--- config.mk ---
export PLATFORM = sky130hd
export DESIGN_NAME = seq_limit_regs
export DESIGN_NICKNAME = d
export VERILOG_FILES = /design/src/inc/seq_limit_pkg.sv /design/src/logic/seq_limit_regs.sv /design/src/logic/limit_word_bank.sv
export VERILOG_INCLUDE_DIRS = /design/src /design/src/inc
export SDC_FILE = /design/constraint.sdc
export NUM_CORES = 1
export LEC_CHECK = 0
export BUFFER_PORTS_ARGS = -buffer_cell sky130_fd_sc_hd__buf_2
export CORE_UTILIZATION = 30
export CTS_BUF_LIST = sky130_fd_sc_hd__clkbuf_8
export CTS_CLUSTER_SIZE = 25
export DETAILED_ROUTE_END_ITERATION = 7
export HOLD_SLACK_MARGIN = 0.05
export SYNTH_ARGS = -nofsm -noshare
export SYNTH_HDL_FRONTEND = slang
export SYNTH_SLANG_ARGS = --single-unit
--- constraint.sdc ---
create_clock -name pclk -period 2.2 [get_ports pclk]
set_clock_uncertainty 0.1 [all_clocks]
set_input_delay 0.11 -clock pclk [delete_from_list [all_inputs] [get_ports pclk]]
set_output_delay 0.11 -clock pclk [all_outputs]
set_load 0.05 [all_outputs]
--- src/inc/seq_limit_cfg.svh ---
// Purpose : Offsets, field positions, reset values for the limit/hold register bank
// Assumes : APB byte addresses, one aligned 32-bit word per register
// Notes   : Definitions only
`ifndef SEQ_LIMIT_CFG_SVH
`define SEQ_LIMIT_CFG_SVH

// ---------------------------------------------------------------
// Register offsets
// ---------------------------------------------------------------
`define OFS_TIMER0_LIMIT   8'h00
`define OFS_TIMER1_LIMIT   8'h04
`define OFS_COUNTER1_LIMIT 8'h08
`define OFS_GENERAL_HOLD   8'h0C
`define OFS_SEQ_CONTROL    8'h10
`define OFS_SEQ_STATUS     8'h14

// ---------------------------------------------------------------
// Fields and reset values
// ---------------------------------------------------------------
`define BIT_SEQ_ENABLE     0
`define BIT_SEQ_START      1
`define BIT_STAT_LOCKED    0
`define RST_LIMIT          16'h0000
`define RST_CONTROL        2'h0

`endif

--- src/inc/seq_limit_pkg.sv ---
// Purpose : Types shared by the limit/hold register bank
// Assumes : Constants live in seq_limit_cfg.svh
// Notes   : Gray codes along idle, wait, done
package seq_limit_pkg;

    // ---------------------------------------------------------------
    // Bus handshake states
    // ---------------------------------------------------------------
    typedef enum logic [1:0] {
        BUS_IDLE = 2'h0,
        BUS_WAIT = 2'h1,
        BUS_DONE = 2'h3
    } bus_state_t;

    // ---------------------------------------------------------------
    // Copy targets and carriers
    // ---------------------------------------------------------------
    typedef enum logic [2:0] {
        COPY_TIMER0     = 3'h0,
        COPY_TIMER1     = 3'h1,
        COPY_COUNTER1   = 3'h2,
        COPY_STEP_DELAY = 3'h3,
        COPY_LITERAL0   = 3'h4
    } copy_target_t;

    typedef struct packed {
        logic         valid;
        copy_target_t target;
    } copy_req_t;

    typedef struct packed {
        logic         valid;
        copy_target_t target;
        logic [15:0]  data;
    } ext_load_t;

endpackage : seq_limit_pkg

--- src/logic/seq_limit_regs.sv ---
// Purpose : Limit and hold registers of the trigger step sequencer, APB slave
// Assumes : Step engine on pclk drives the command pulses and copy requests
// Notes   : One wait state on every APB access
//
// Function
// - A 16-bit timer-0 limit is held and applied as terminal count only on the timer-0 step command.
// - A separate 16-bit timer-1 limit is held and applied only on the timer-1 step command.
// - While enable and start are both set, software writes to the limits and the hold word are ignored.
// - The counter-1 limit serves as loop count of the counter-1 conditional jump step.
// - The counter-1 limit may instead serve as terminal limit of general-purpose counter 1.
// - A copy command moves the hold word into a timer limit, counter limit, step delay or literal-0.
// - The timer-0 limit is fully readable and writable and resets to zero.
//
// Chosen here: the placing of the registers and the APB register port.
`timescale 1ns/10ps
`include "seq_limit_cfg.svh"
module seq_limit_regs #(
    parameter int LIMIT_W = 16
) (
    // Clock, reset, enable
    input  wire logic                       pclk,
    input  wire logic                       presetn,
    input  wire logic                       ce,
    // APB slave
    input  wire logic                       psel,
    input  wire logic                       penable,
    input  wire logic                       pwrite,
    input  wire logic [7:0]                 paddr,
    input  wire logic [31:0]                pwdata,
    output logic      [31:0]                prdata,
    output logic                            pready,
    output logic                            pslverr,
    // Step engine commands
    input  wire logic                       timer0_step_cmd,
    input  wire logic                       timer1_step_cmd,
    input  wire logic                       counter1_jump_command,
    input  wire logic                       counter1_gp_load,
    input  wire seq_limit_pkg::copy_req_t   copy_hold_command,
    // Values handed to the engine
    output logic      [LIMIT_W-1:0]         timer0_terminal,
    output logic      [LIMIT_W-1:0]         timer1_terminal,
    output logic      [LIMIT_W-1:0]         counter1_loop_count,
    output logic      [LIMIT_W-1:0]         counter1_gp_limit,
    output seq_limit_pkg::ext_load_t        copy_load,
    output logic                            sequencer_locked
);

    // ---------------------------------------------------------------
    // Elaboration check
    // ---------------------------------------------------------------
    if (LIMIT_W != 16) begin : g_bad
        $error("seq_limit_regs: LIMIT_W must be 16");
    end

    // ---------------------------------------------------------------
    // Declarations
    // ---------------------------------------------------------------
    seq_limit_pkg::bus_state_t  state;
    seq_limit_pkg::bus_state_t  next_state;
    logic [4*LIMIT_W-1:0]       words;
    logic [4*LIMIT_W-1:0]       wr_data;
    logic [3:0]                 wr_en;
    logic [1:0]                 control;
    logic [1:0]                 next_control;
    logic [31:0]                next_prdata;
    logic                       next_pready;
    logic                       next_pslverr;
    logic                       next_locked;
    logic                       done;
    logic                       sw_write;
    logic                       mapped;
    logic                       locked;
    logic [LIMIT_W-1:0]         timer0_limit;
    logic [LIMIT_W-1:0]         timer1_limit;
    logic [LIMIT_W-1:0]         counter1_limit;
    logic [LIMIT_W-1:0]         general_hold;
    seq_limit_pkg::ext_load_t   next_copy_load;
    logic [LIMIT_W-1:0]         next_t0;
    logic [LIMIT_W-1:0]         next_t1;
    logic [LIMIT_W-1:0]         next_loop;
    logic [LIMIT_W-1:0]         next_gp;

    assign timer0_limit   = words[0*LIMIT_W +: LIMIT_W];
    assign timer1_limit   = words[1*LIMIT_W +: LIMIT_W];
    assign counter1_limit = words[2*LIMIT_W +: LIMIT_W];
    assign general_hold   = words[3*LIMIT_W +: LIMIT_W];
    assign locked         = control[`BIT_SEQ_ENABLE] & control[`BIT_SEQ_START];
    assign done           = psel & penable & pready;
    assign sw_write       = done & pwrite;

    // ---------------------------------------------------------------
    // Bus handshake: setup, one wait, ready
    // ---------------------------------------------------------------
    always_comb begin
        next_state = state;
        case (state)
            seq_limit_pkg::BUS_IDLE: if (psel && !penable) next_state = seq_limit_pkg::BUS_WAIT;
            seq_limit_pkg::BUS_WAIT: if (psel && penable) next_state = seq_limit_pkg::BUS_DONE;
            seq_limit_pkg::BUS_DONE: next_state = seq_limit_pkg::BUS_IDLE;
            default:                 next_state = seq_limit_pkg::BUS_IDLE;
        endcase
        next_pready = (next_state == seq_limit_pkg::BUS_DONE);
    end

    // Address decode and read data
    always_comb begin
        mapped      = 1'b1;
        next_prdata = 32'h0000_0000;
        case (paddr)
            `OFS_TIMER0_LIMIT:   next_prdata = {16'h0000, timer0_limit};
            `OFS_TIMER1_LIMIT:   next_prdata = {16'h0000, timer1_limit};
            `OFS_COUNTER1_LIMIT: next_prdata = {16'h0000, counter1_limit};
            `OFS_GENERAL_HOLD:   next_prdata = {16'h0000, general_hold};
            `OFS_SEQ_CONTROL:    next_prdata = {30'h0000_0000, control};
            `OFS_SEQ_STATUS:     next_prdata = {31'h0000_0000, locked};
            default:             mapped = 1'b0;
        endcase
        next_pslverr = next_pready & ~mapped;
        if (!next_pready || pwrite || !mapped) begin
            next_prdata = 32'h0000_0000;
        end
    end

    // Register bus outputs
    always_ff @(posedge pclk or negedge presetn) begin
        if (!presetn) begin
            state   <= seq_limit_pkg::BUS_IDLE;
            pready  <= 1'b0;
            pslverr <= 1'b0;
            prdata  <= 32'h0000_0000;
        end else if (ce) begin
            state   <= next_state;
            pready  <= next_pready;
            pslverr <= next_pslverr;
            prdata  <= next_prdata;
        end
    end

    // ---------------------------------------------------------------
    // Word writes: copy from the engine wins over software
    // ---------------------------------------------------------------
    always_comb begin
        wr_en   = 4'h0;
        wr_data = '0;
        for (int i = 0; i < 4; i++) begin
            if (copy_hold_command.valid && i < 3 && copy_hold_command.target == 3'(i)) begin
                wr_en[i]                     = 1'b1;
                wr_data[i*LIMIT_W +: LIMIT_W] = general_hold;
            end else if (sw_write && !locked && paddr == 8'(i * 4)) begin
                wr_en[i]                     = 1'b1;
                wr_data[i*LIMIT_W +: LIMIT_W] = pwdata[LIMIT_W-1:0];
            end
        end
    end

    limit_word_bank #(
        .WORDS (4),
        .WIDTH (LIMIT_W)
    ) u_bank (
        .pclk    (pclk),
        .presetn (presetn),
        .ce      (ce),
        .wr_en   (wr_en),
        .wr_data (wr_data),
        .words   (words)
    );

    // ---------------------------------------------------------------
    // Control register and lock status
    // ---------------------------------------------------------------
    always_comb begin
        next_control = control;
        if (sw_write && paddr == `OFS_SEQ_CONTROL) begin
            next_control = pwdata[1:0];
        end
        next_locked = next_control[`BIT_SEQ_ENABLE] & next_control[`BIT_SEQ_START];
    end

    always_ff @(posedge pclk or negedge presetn) begin
        if (!presetn) begin
            control          <= `RST_CONTROL;
            sequencer_locked <= 1'b0;
        end else if (ce) begin
            control          <= next_control;
            sequencer_locked <= next_locked;
        end
    end

    // ---------------------------------------------------------------
    // Limits applied on step commands, external copy loads
    // ---------------------------------------------------------------
    always_comb begin
        next_t0   = timer0_step_cmd ? timer0_limit : timer0_terminal;
        next_t1   = timer1_step_cmd ? timer1_limit : timer1_terminal;
        next_loop = counter1_jump_command ? counter1_limit : counter1_loop_count;
        next_gp   = counter1_gp_load ? counter1_limit : counter1_gp_limit;
        next_copy_load        = '0;
        next_copy_load.target = copy_hold_command.target;
        next_copy_load.data   = general_hold;
        next_copy_load.valid  = copy_hold_command.valid &&
                                (copy_hold_command.target == seq_limit_pkg::COPY_STEP_DELAY ||
                                 copy_hold_command.target == seq_limit_pkg::COPY_LITERAL0);
    end

    always_ff @(posedge pclk or negedge presetn) begin
        if (!presetn) begin
            timer0_terminal     <= `RST_LIMIT;
            timer1_terminal     <= `RST_LIMIT;
            counter1_loop_count <= `RST_LIMIT;
            counter1_gp_limit   <= `RST_LIMIT;
            copy_load           <= '0;
        end else if (ce) begin
            timer0_terminal     <= next_t0;
            timer1_terminal     <= next_t1;
            counter1_loop_count <= next_loop;
            counter1_gp_limit   <= next_gp;
            copy_load           <= next_copy_load;
        end
    end
endmodule : seq_limit_regs

--- src/logic/limit_word_bank.sv ---
// Purpose : Small bank of words, each with its own write enable
// Assumes : Single clock, clock enable freezes all words
// Notes   : Reset value of every word is zero
`timescale 1ns/10ps
module limit_word_bank #(
    parameter int WORDS = 4,
    parameter int WIDTH = 16
) (
    // Clock and reset
    input  wire logic                     pclk,
    input  wire logic                     presetn,
    input  wire logic                     ce,
    // Write side
    input  wire logic [WORDS-1:0]         wr_en,
    input  wire logic [WORDS*WIDTH-1:0]   wr_data,
    // Stored words
    output logic      [WORDS*WIDTH-1:0]   words
);

    // ---------------------------------------------------------------
    // Elaboration check
    // ---------------------------------------------------------------
    if (WORDS < 1 || WIDTH < 1 || WIDTH > 32) begin : g_bad
        $error("limit_word_bank: unsupported WORDS or WIDTH");
    end

    // ---------------------------------------------------------------
    // One register per entry
    // ---------------------------------------------------------------
    for (genvar i = 0; i < WORDS; i++) begin : g_word
        logic [WIDTH-1:0] next_word;

        // Load on write enable, else hold
        always_comb begin
            next_word = words[i*WIDTH +: WIDTH];
            if (wr_en[i]) begin
                next_word = wr_data[i*WIDTH +: WIDTH];
            end
        end

        // Register the entry
        always_ff @(posedge pclk or negedge presetn) begin
            if (!presetn) begin
                words[i*WIDTH +: WIDTH] <= '0;
            end else if (ce) begin
                words[i*WIDTH +: WIDTH] <= next_word;
            end
        end
    end

endmodule : limit_word_bank

**Yosys cells after proc, flatten, opt, wreduce, memory -nomap -nowiden**

Cells that the tools add are included.

- Input bits: 54
- Output and inout bits: 119
- Word-level logic and storage cells: 87
- Flip-flop bits (word level): 187

- Equal/unequal tests: 11
- Bitwise logic cells: 7
- Reductions and logical operators: 31
- Mux-type cells: 21

Operator list:

| kind | count |
|---|---|
| 16-bit two-way mux | 7 |
| 16-bit one-hot mux with 6 select lines | 1 |
| 32-bit two-way mux | 1 |
| 8-bit by 4-bit == test with 1-bit output (second input constant) | 2 |
| 8-bit by 5-bit == test with 1-bit output (second input constant) | 2 |
| 2-bit AND reduction | 8 |
| 1-bit logical AND | 12 |
| 8-bit by 3-bit == test with 1-bit output (second input constant) | 1 |
| 8-bit logical NOT | 1 |
| 1-bit two-way mux | 8 |
| 1-bit bitwise AND | 6 |
| 3-bit by 2-bit == test with 1-bit output (second input constant) | 2 |
| 2-bit two-way mux | 3 |
| 6-bit OR reduction | 1 |
| 1-bit logical NOT | 4 |
| 2-bit one-hot mux with 2 select lines | 1 |
| 3-bit by 1-bit == test with 1-bit output (second input constant) | 1 |
| 3-bit == test (second input constant) | 1 |
| 3-bit logical NOT | 1 |
| 1-bit logical OR | 3 |
| 2-bit by 1-bit == test with 1-bit output (second input constant) | 1 |
| 2-bit == test (second input constant) | 1 |
| 2-bit logical NOT | 1 |
| 1-bit inverter | 1 |

**Longest topological paths before layout**

Gate-level depths: netlist (run 1).

- Word-level depth: 9
- Gate-level depth with buffers: 7
- Gate-level depth less buffers: 5

**Modules after synthesis**

From an unflattened synthesis (run 1), not the netlist that was laid out.

- Cells, all modules: 672
- Area total of the unflattened synthesis: 8,160.3 µm²

Modules (own cells, without submodules):

| module | instances | cells each | area each (µm²) |
|---|---|---|---|
| seq_limit_regs | 1 | 536 | 5,768.0 |
| limit_word_bank | 1 | 136 | 2,392.3 |

**Worst setup path after synthesis (run 1)**

OpenSTA, ideal clock, no wires.

- Kind: register -> register
- From: register pready
- To: register u_bank.words[22]
- Required time: 1.977 ns
- Cell stages (with the launch flop): 7
- Library setup time: 0.123 ns
- Buffers on the path: 2
- Arrival: 2.011 ns
- Slack: -0.034 ns
- Cells stage by stage: dfrtp_1 -> nand4_2 -> nor4_4 -> or3b_1 -> buf_6 -> buf_6 -> o221a_1

- Longest elaborated chain between the ends: 7

RTL lines:

| element | RTL line | source |
|---|---|---|
| from (decl) | seq_limit_regs.sv:31 | `output logic pready,` |
| from (signal assigned) | seq_limit_regs.sv:133 | `pready <= next_pready;` |
| 1-bit bitwise AND (*) | seq_limit_regs.sv:88 | `assign done = psel & penable & pready;` |
| 1-bit bitwise AND (*) | seq_limit_regs.sv:89 | `assign sw_write = done & pwrite;` |
| 1-bit logical AND (*) (2 in series) | seq_limit_regs.sv:149 | `end else if (sw_write && !locked && paddr == 8'(i * 4)) begin` |
| 1-bit two-way mux | seq_limit_regs.sv:149 |  |
| 1-bit two-way mux | seq_limit_regs.sv:146 | `if (copy_hold_command.valid && i < 3 && copy_hold_command.target == 3'(i)) begin` |
| 2-bit AND reduction (no line) | - |  |
| to (signal, indexed assignment) | limit_word_bank.sv:46 | `words[i*WIDTH +: WIDTH] <= next_word;` |
| to (decl) | limit_word_bank.sv:17 | `output logic [WORDS*WIDTH-1:0] words` |

Every way passes the cells marked *; elsewhere a longest branch is shown, timed or not.
A chain may end at the register's enable or synchronous reset.

**Worst setup path after layout (run 1)**

- From: input port paddr[1]
- To: register u_bank.words[21]

- Longest elaborated chain between the ends: 5

RTL lines:

| element | RTL line | source |
|---|---|---|
| from (decl) | seq_limit_regs.sv:28 | `input wire logic [7:0] paddr,` |
| 8-bit by 3-bit == test with 1-bit output (*) | seq_limit_regs.sv:149 |  |
| 1-bit logical AND (*) | seq_limit_regs.sv:149 |  |
| 1-bit two-way mux | seq_limit_regs.sv:149 |  |
| 1-bit two-way mux | seq_limit_regs.sv:146 |  |
| 2-bit AND reduction (no line) | - |  |

Marks and branches as above.

==> impl_metrics.ini, run 1 <==
[outcome]
status = finished clean

[floorplan]
num_rows = 57
dieHeight_microns = 160
io_pins = 173
start_util_pct = 30.7
core_area_sq_mm = 0.0244
fp.dieW_microns = 160
dieArea_sq_mm = 0.0256

[sta]
slew_viol_final = 0
period_share_pct = 95.0
post-route-min-period_ns = 2.09
setup_viol = 0
rsz0062_at_grt = no
setup_tns_ns = 0
holdWs_ns = 0.0644
hold_viol_final = 0
fmax_mhz = 479

[drt]
wirelength_mm = 20.8
drc = 0
vias_per_cell = 4.88
drtPass1Iterations = 5
drt_iter0_drc = 297
ant_nets = 0
vias = 5260
wl_per_cell_microns = 19.3

[worst_setup_path]
r2r_slack_ns = 0.19
worstSetupPathType = in -> reg
rr_worst_depth = 5
reg2reg_from = pready
crit_arrival_ns = 2.34
cp-end-kind = flop
r2r-end = u_bank.words[21]
path_max_fanout = 9
cp-start-kind = primary input
cp.required_ns = 2.45

[clocking]
clk_path_buf_depth = 2
cts_sinks = 171
clk_pin_slew_ns = 0.09
clock_latency_ns = 0.47
cts_tree = done
h-tree-depth = 4
root_buffer = clkbuf_8
cts_inserted_buffers = 17

[finish]
nets = 795
area_delta_synth_final_pct = 27.2
post_route_cells_drive_above_1_share_pct = 51.5
diodes = 0

[power]
peakVddDrop_mv = 0.430
leakagePower_nw = 4.38
power_density_mw_per_mm2 = 990
power_w = 0.00945

[synthesis]
syn_inst = 542
avgSynthCellArea_sq_um = 13.8
async_flop_share_pct = 100
synth_edf_count = 0
yosysSeqAreaShare_pct = 57.1
ys_seq_elements = 171
syn_area_sq_mm = 0.00750
ys_types = 46
synth_flop_cell = dfrtp_1
yosysWarningCount = 0

[global_route]
first_global_vias = 5463
antenna_found_initial = 0
grt_pass1_wl_mm = 32.0
grt_use_total_pct = 16.6
grt_max_degree = 72
gr-total-overflow = 0

[run]
max_cap_viol_count = 0

[min_path]
hp-class = in -> async

[placement]
hpwl_mm = 14.8
gp_congestion = 0.789
portBuffers = 140
-- per-layer routing --
layer	part of all wire [%]	track usage, %	up-vias
met5	0	0	-
met4	2.1	7.27	0
met3	5.8	4.10	25
met2	49	26.9	159
met1	43	20.9	2684
li1	-	-	2392
-- cell usage after synthesis, types with 3 or more instances --
cell,instances,area [sq um]
inv_1,6,22.5
nand3_1,4,20.0
nor3_2,3,30.0
nand2b_1,36,225
mux4_2,7,158
or2_2,16,100
nand2_1,15,56.3
buf_4,17,128
dfrtp_1,171,4280
nor2_1,7,26.3
a21oi_1,4,20.0
a22oi_1,6,45.0
nor4_1,9,56.3
o221a_1,13,146
o21ai_0,6,30.0
mux2_2,108,1220
clkbuf_1,18,67.6
nor3_1,3,15.0
a22o_1,8,70.1
buf_2,8,40.0
o221a_2,35,394
a221o_1,8,80.1
or3_1,3,18.8
-- where the power goes --
group / internal [W] / leakage [nW] / total, W / switching, W
combinational: 0.000910 / 2.00 / 0.00290 / 0.00199
clock: 0.00125 / 0.226 / 0.00240 / 0.00114
sequential: 0.00373 / 2.16 / 0.00415 / 0.000427
total: 0.00589 / 4.38 / 0.00945 / 0.00356
-- worst max path at each step --
stage,startpoint,cells past startpoint,end
2_1_floorplan,pready,6,u_bank.words[22]
3_3_place_gp,paddr[1],7,u_bank.words[21]
3_5_place_dp,paddr[1],7,u_bank.words[19]
4_1_cts,paddr[1],8,u_bank.words[21]
5_1_grt,paddr[1],8,u_bank.words[18]
6_report,paddr[1],8,u_bank.words[21]
-- cells in the final DEF (no fill, tap or decap), drive strengths merged, types with 7 or more instances in the layout --
cell,netlist,final
buf,28,179
dfrtp,171,171
mux2,108,108
o221a,48,48
nand2b,36,36
dlygate4sd3,0,32
clkbuf,18,18
or2,16,16
conb,1,16
nand2,15,15
inv,8,14
nor4,10,10
a22o,8,8
a221o,8,8
nor2,8,8
mux4,7,7
-- layout make-up --
class	instances	area (sq um)
Fill cell	2393	14800
Sequential cell	171	4280
Multi-Input combinational cell	332	3020
Timing Repair Buffer	211	1380
Tap cell	324	405
Clock buffer	18	248
Clock inverter	14	180
Inverter	8	30.0
-- cell families (layout without fill, tap and decap cells) --
logic type / after synthesis / after routing / synth area share (%)
mux: 117 / 117 / 18.6
compound gates: 89 / 89 / 11.4
other cells: 1 / 16 / 0.0500
buf+inv: 54 / 251 / 3.89
simple gates: 110 / 110 / 8.98
flops: 171 / 171 / 57.1
-- flip-flops by register name (all words and copies together) (netlist names), 2 cells and up --
| signal | count |
|---|---|
| timer0_terminal | 16 |
| counter1_loop_count | 16 |
| state | 2 |
| prdata | 16 |
| copy_load | 20 |
| u_bank.words | 64 |
| control | 2 |
| timer1_terminal | 16 |
| counter1_gp_limit | 16 |
-- worst max-delay path, cell delays in order --
cell and delay [ns]:
dlygate4sd3_1 0.53, buf_2 0.13, nor3_4 0.22, nand3_4 0.15, nor4_4 0.31, or3b_1 0.41, buf_4 0.20, o221a_2 0.27
-- repair_timing --
item | 4_1_cts | 5_1_grt
gates resized for setup | 0 | 4
hold endpoints to repair | 247 | 0
setup buffers | 0 | 1
hold buffers | 33 | 0
endpoints found under the setup margin | 0 | 17
-- stage by stage --
step	setup WS (ns)	cell area (sq um)	util, %	cells
finish	0.110	9540	39.1	1078
floorplan	0.120	7560	-	557
global route	0.0205	9540	39.1	1078
CTS	0.0638	9510	39.0	1077
detailed placement	0.131	8750	35.9	1012
global placement	0.119	8750	35.9	1012
(Power assumes the default switching activity.)
==> run 2, diff against run 1 <==
--- a/config.mk
+++ b/config.mk
@@ -7,11 +7,12 @@
 export NUM_CORES = 1
 export LEC_CHECK = 0
 export BUFFER_PORTS_ARGS = -buffer_cell sky130_fd_sc_hd__buf_2
-export CORE_UTILIZATION = 30
+export CORE_UTILIZATION = 56
 export CTS_BUF_LIST = sky130_fd_sc_hd__clkbuf_8
 export CTS_CLUSTER_SIZE = 25
 export DETAILED_ROUTE_END_ITERATION = 7
 export HOLD_SLACK_MARGIN = 0.05
+export PLACE_DENSITY = 0.82
 export SYNTH_ARGS = -nofsm -noshare
 export SYNTH_HDL_FRONTEND = slang
 export SYNTH_SLANG_ARGS = --single-unit
==> run 2 against run 1 <==
Compared with the run above: worst hold slack got worse by 0.016 ns; worst setup slack worse by 0.082 ns; via count up 4.2%; design area decreased by 3.0%; sequential share of layout area increased by 1.4 points; combinational power is essentially flat; count of clock-buffer cells in the layout is the same; sequential power barely moved; non-clock buffer count down 7; critical path type unchanged; critical endpoint unchanged.
==> impl_metrics.ini, run 2 (synthesis gave the netlist of run 1 again) <==
[global_route]
grt_max_degree = 56
grt_pass1_wl_mm = 30.4
first_global_vias = 5755
gr-total-overflow = 0
antenna_found_initial = 0
grt_use_total_pct = 28.8

[worst_setup_path]
path_max_fanout = 9
cp-start-kind = primary input
crit_arrival_ns = 2.43
critPathSlowestCell = dlygate4sd3_1
cp-end-kind = flop
path_cells = dlygate4sd3_1 -> buf_2 -> nor3_2 -> nand3_2 -> nor4_4 -> or3b_1 -> buf_4 -> o221a_2
max_stage_delay_ns = 0.54
rr_worst_depth = 5
worstSetupPathType = in -> reg
cp.required_ns = 2.46

[floorplan]
dieHeight_microns = 118
num_rows = 41
start_util_pct = 58.5
core_area_sq_mm = 0.0128
dieArea_sq_mm = 0.0139
io_pins = 173
fp.dieW_microns = 118

[finish]
postLayoutCoreUtil_pct = 72.2
largest_reg_flops = 64
nets = 788
max_flop_register = u_bank.words
diodes = 0
largestRegisters = u_bank.words (64), copy_load (20)
fillCellCount = 858
layout_common_cells = dfrtp_1, buf_2, mux2_2
post_route_cells_drive_above_1_share_pct = 51.4
area_delta_synth_final_pct = 23.4
final_common_cell = dfrtp_1

[drt]
drt_iter0_drc = 305
vias = 5482
wl_per_cell_microns = 20.5
drtPass1Iterations = 7
wirelength_mm = 18.8
vias_per_cell = 5.97
ant_nets = 0
drc = 0

[sta]
rsz0062_at_grt = no
hold_viol_final = 0
fmax_mhz = 460
period_share_pct = 98.7
worstMarginPinSlew_ns = 0.737
setup_tns_ns = 0
setup_viol = 0
post-route-min-period_ns = 2.17
relSlewSlack_pct = 50.7
slew_viol_final = 0

[clocking]
cts_inserted_buffers = 17
cts_sinks = 171
clk_pin_slew_ns = 0.09
h-tree-depth = 4
root_buffer = clkbuf_8
clock_latency_ns = 0.47
clk_path_buf_depth = 2
cts_tree = done

[placement]
gp_congestion = 0.918
hpwl_mm = 13.1
portBuffers = 140

[power]
peakVddDrop_mv = 0.461
leakagePower_nw = 4.34
power_density_mw_per_mm2 = 1030

[outcome]
status = finished clean

[run]
max_cap_viol_count = 0

[min_path]
hp-class = in -> async
## run 2: cell type report
class                      instances  area (sq um)  area share (%)
clock buffer                      18           248            2.68
tap                              172           215            2.33
sequential                       171          4280            46.3
timing repair buffer             204          1290            14.0
inverter                           8          30.0           0.324
multi-input combinational        332          3000            32.4
clock inverter                    14           193            2.08
## run 2: final timing paths
check	start	end	slack, ns
min in group pclk	paddr[2]	prdata[15]	0.13
worst max register to register	pready	u_bank.words[21]	0.14
worst max-delay path	paddr[1]	u_bank.words[21]	0.03
max in group asynchronous	presetn	pready	1.26
worst min-delay path	presetn	copy_load[14]	0.05
worst min register to register	state[1]	state[0]	0.37
## run 2: worst max-delay path: cells and delay by family
family	cells	cell delay, ns
buffers and inverters	3	0.87
and+or+nand+nor	4	1.19
AOI/OAI and AO/OA	1	0.27
## run 2: what timing repair did
| action | CTS | global route |
|---|---|---|
| hold buffers | 32 | 0 |
| buffers inserted | 0 | 1 |
| hold endpoints to repair | 252 | 0 |
| gates resized for setup | 0 | 0 |
| endpoints found under the setup margin | 0 | 5 |
## run 2: metal layers
metal,vias to the layer above,track usage (%),wire (microns)
li1,2391,-,-
met1,2714,37.2,7550
met2,312,45.1,9130
met3,65,6.88,1530
met4,0,15.1,613
met5,-,0,0
## run 2: report_power, final
part | leakage [nW] | internal [W] | total, W | switching [W]
Clock | 0.221 | 0.00127 | 0.00244 | 0.00117
Sequential | 2.16 | 0.00373 | 0.00416 | 0.000436
Combinational | 1.95 | 0.000907 | 0.00289 | 0.00198
## run 2: through the flow
step	cells	worst slack [ns]	power, W	hold WS [ns]	instance area [sq um]
floorplan	557	0.120	0.00626	-0.286	7560
CTS	918	0.0507	0.00952	0.0533	9250
global placement	854	0.190	0.00696	-0.0171	8490
finish	919	0.0281	0.00949	0.0485	9250
global route	919	0.00198	0.00987	0.0705	9250
detailed placement	854	0.137	0.00706	-0.0118	8490
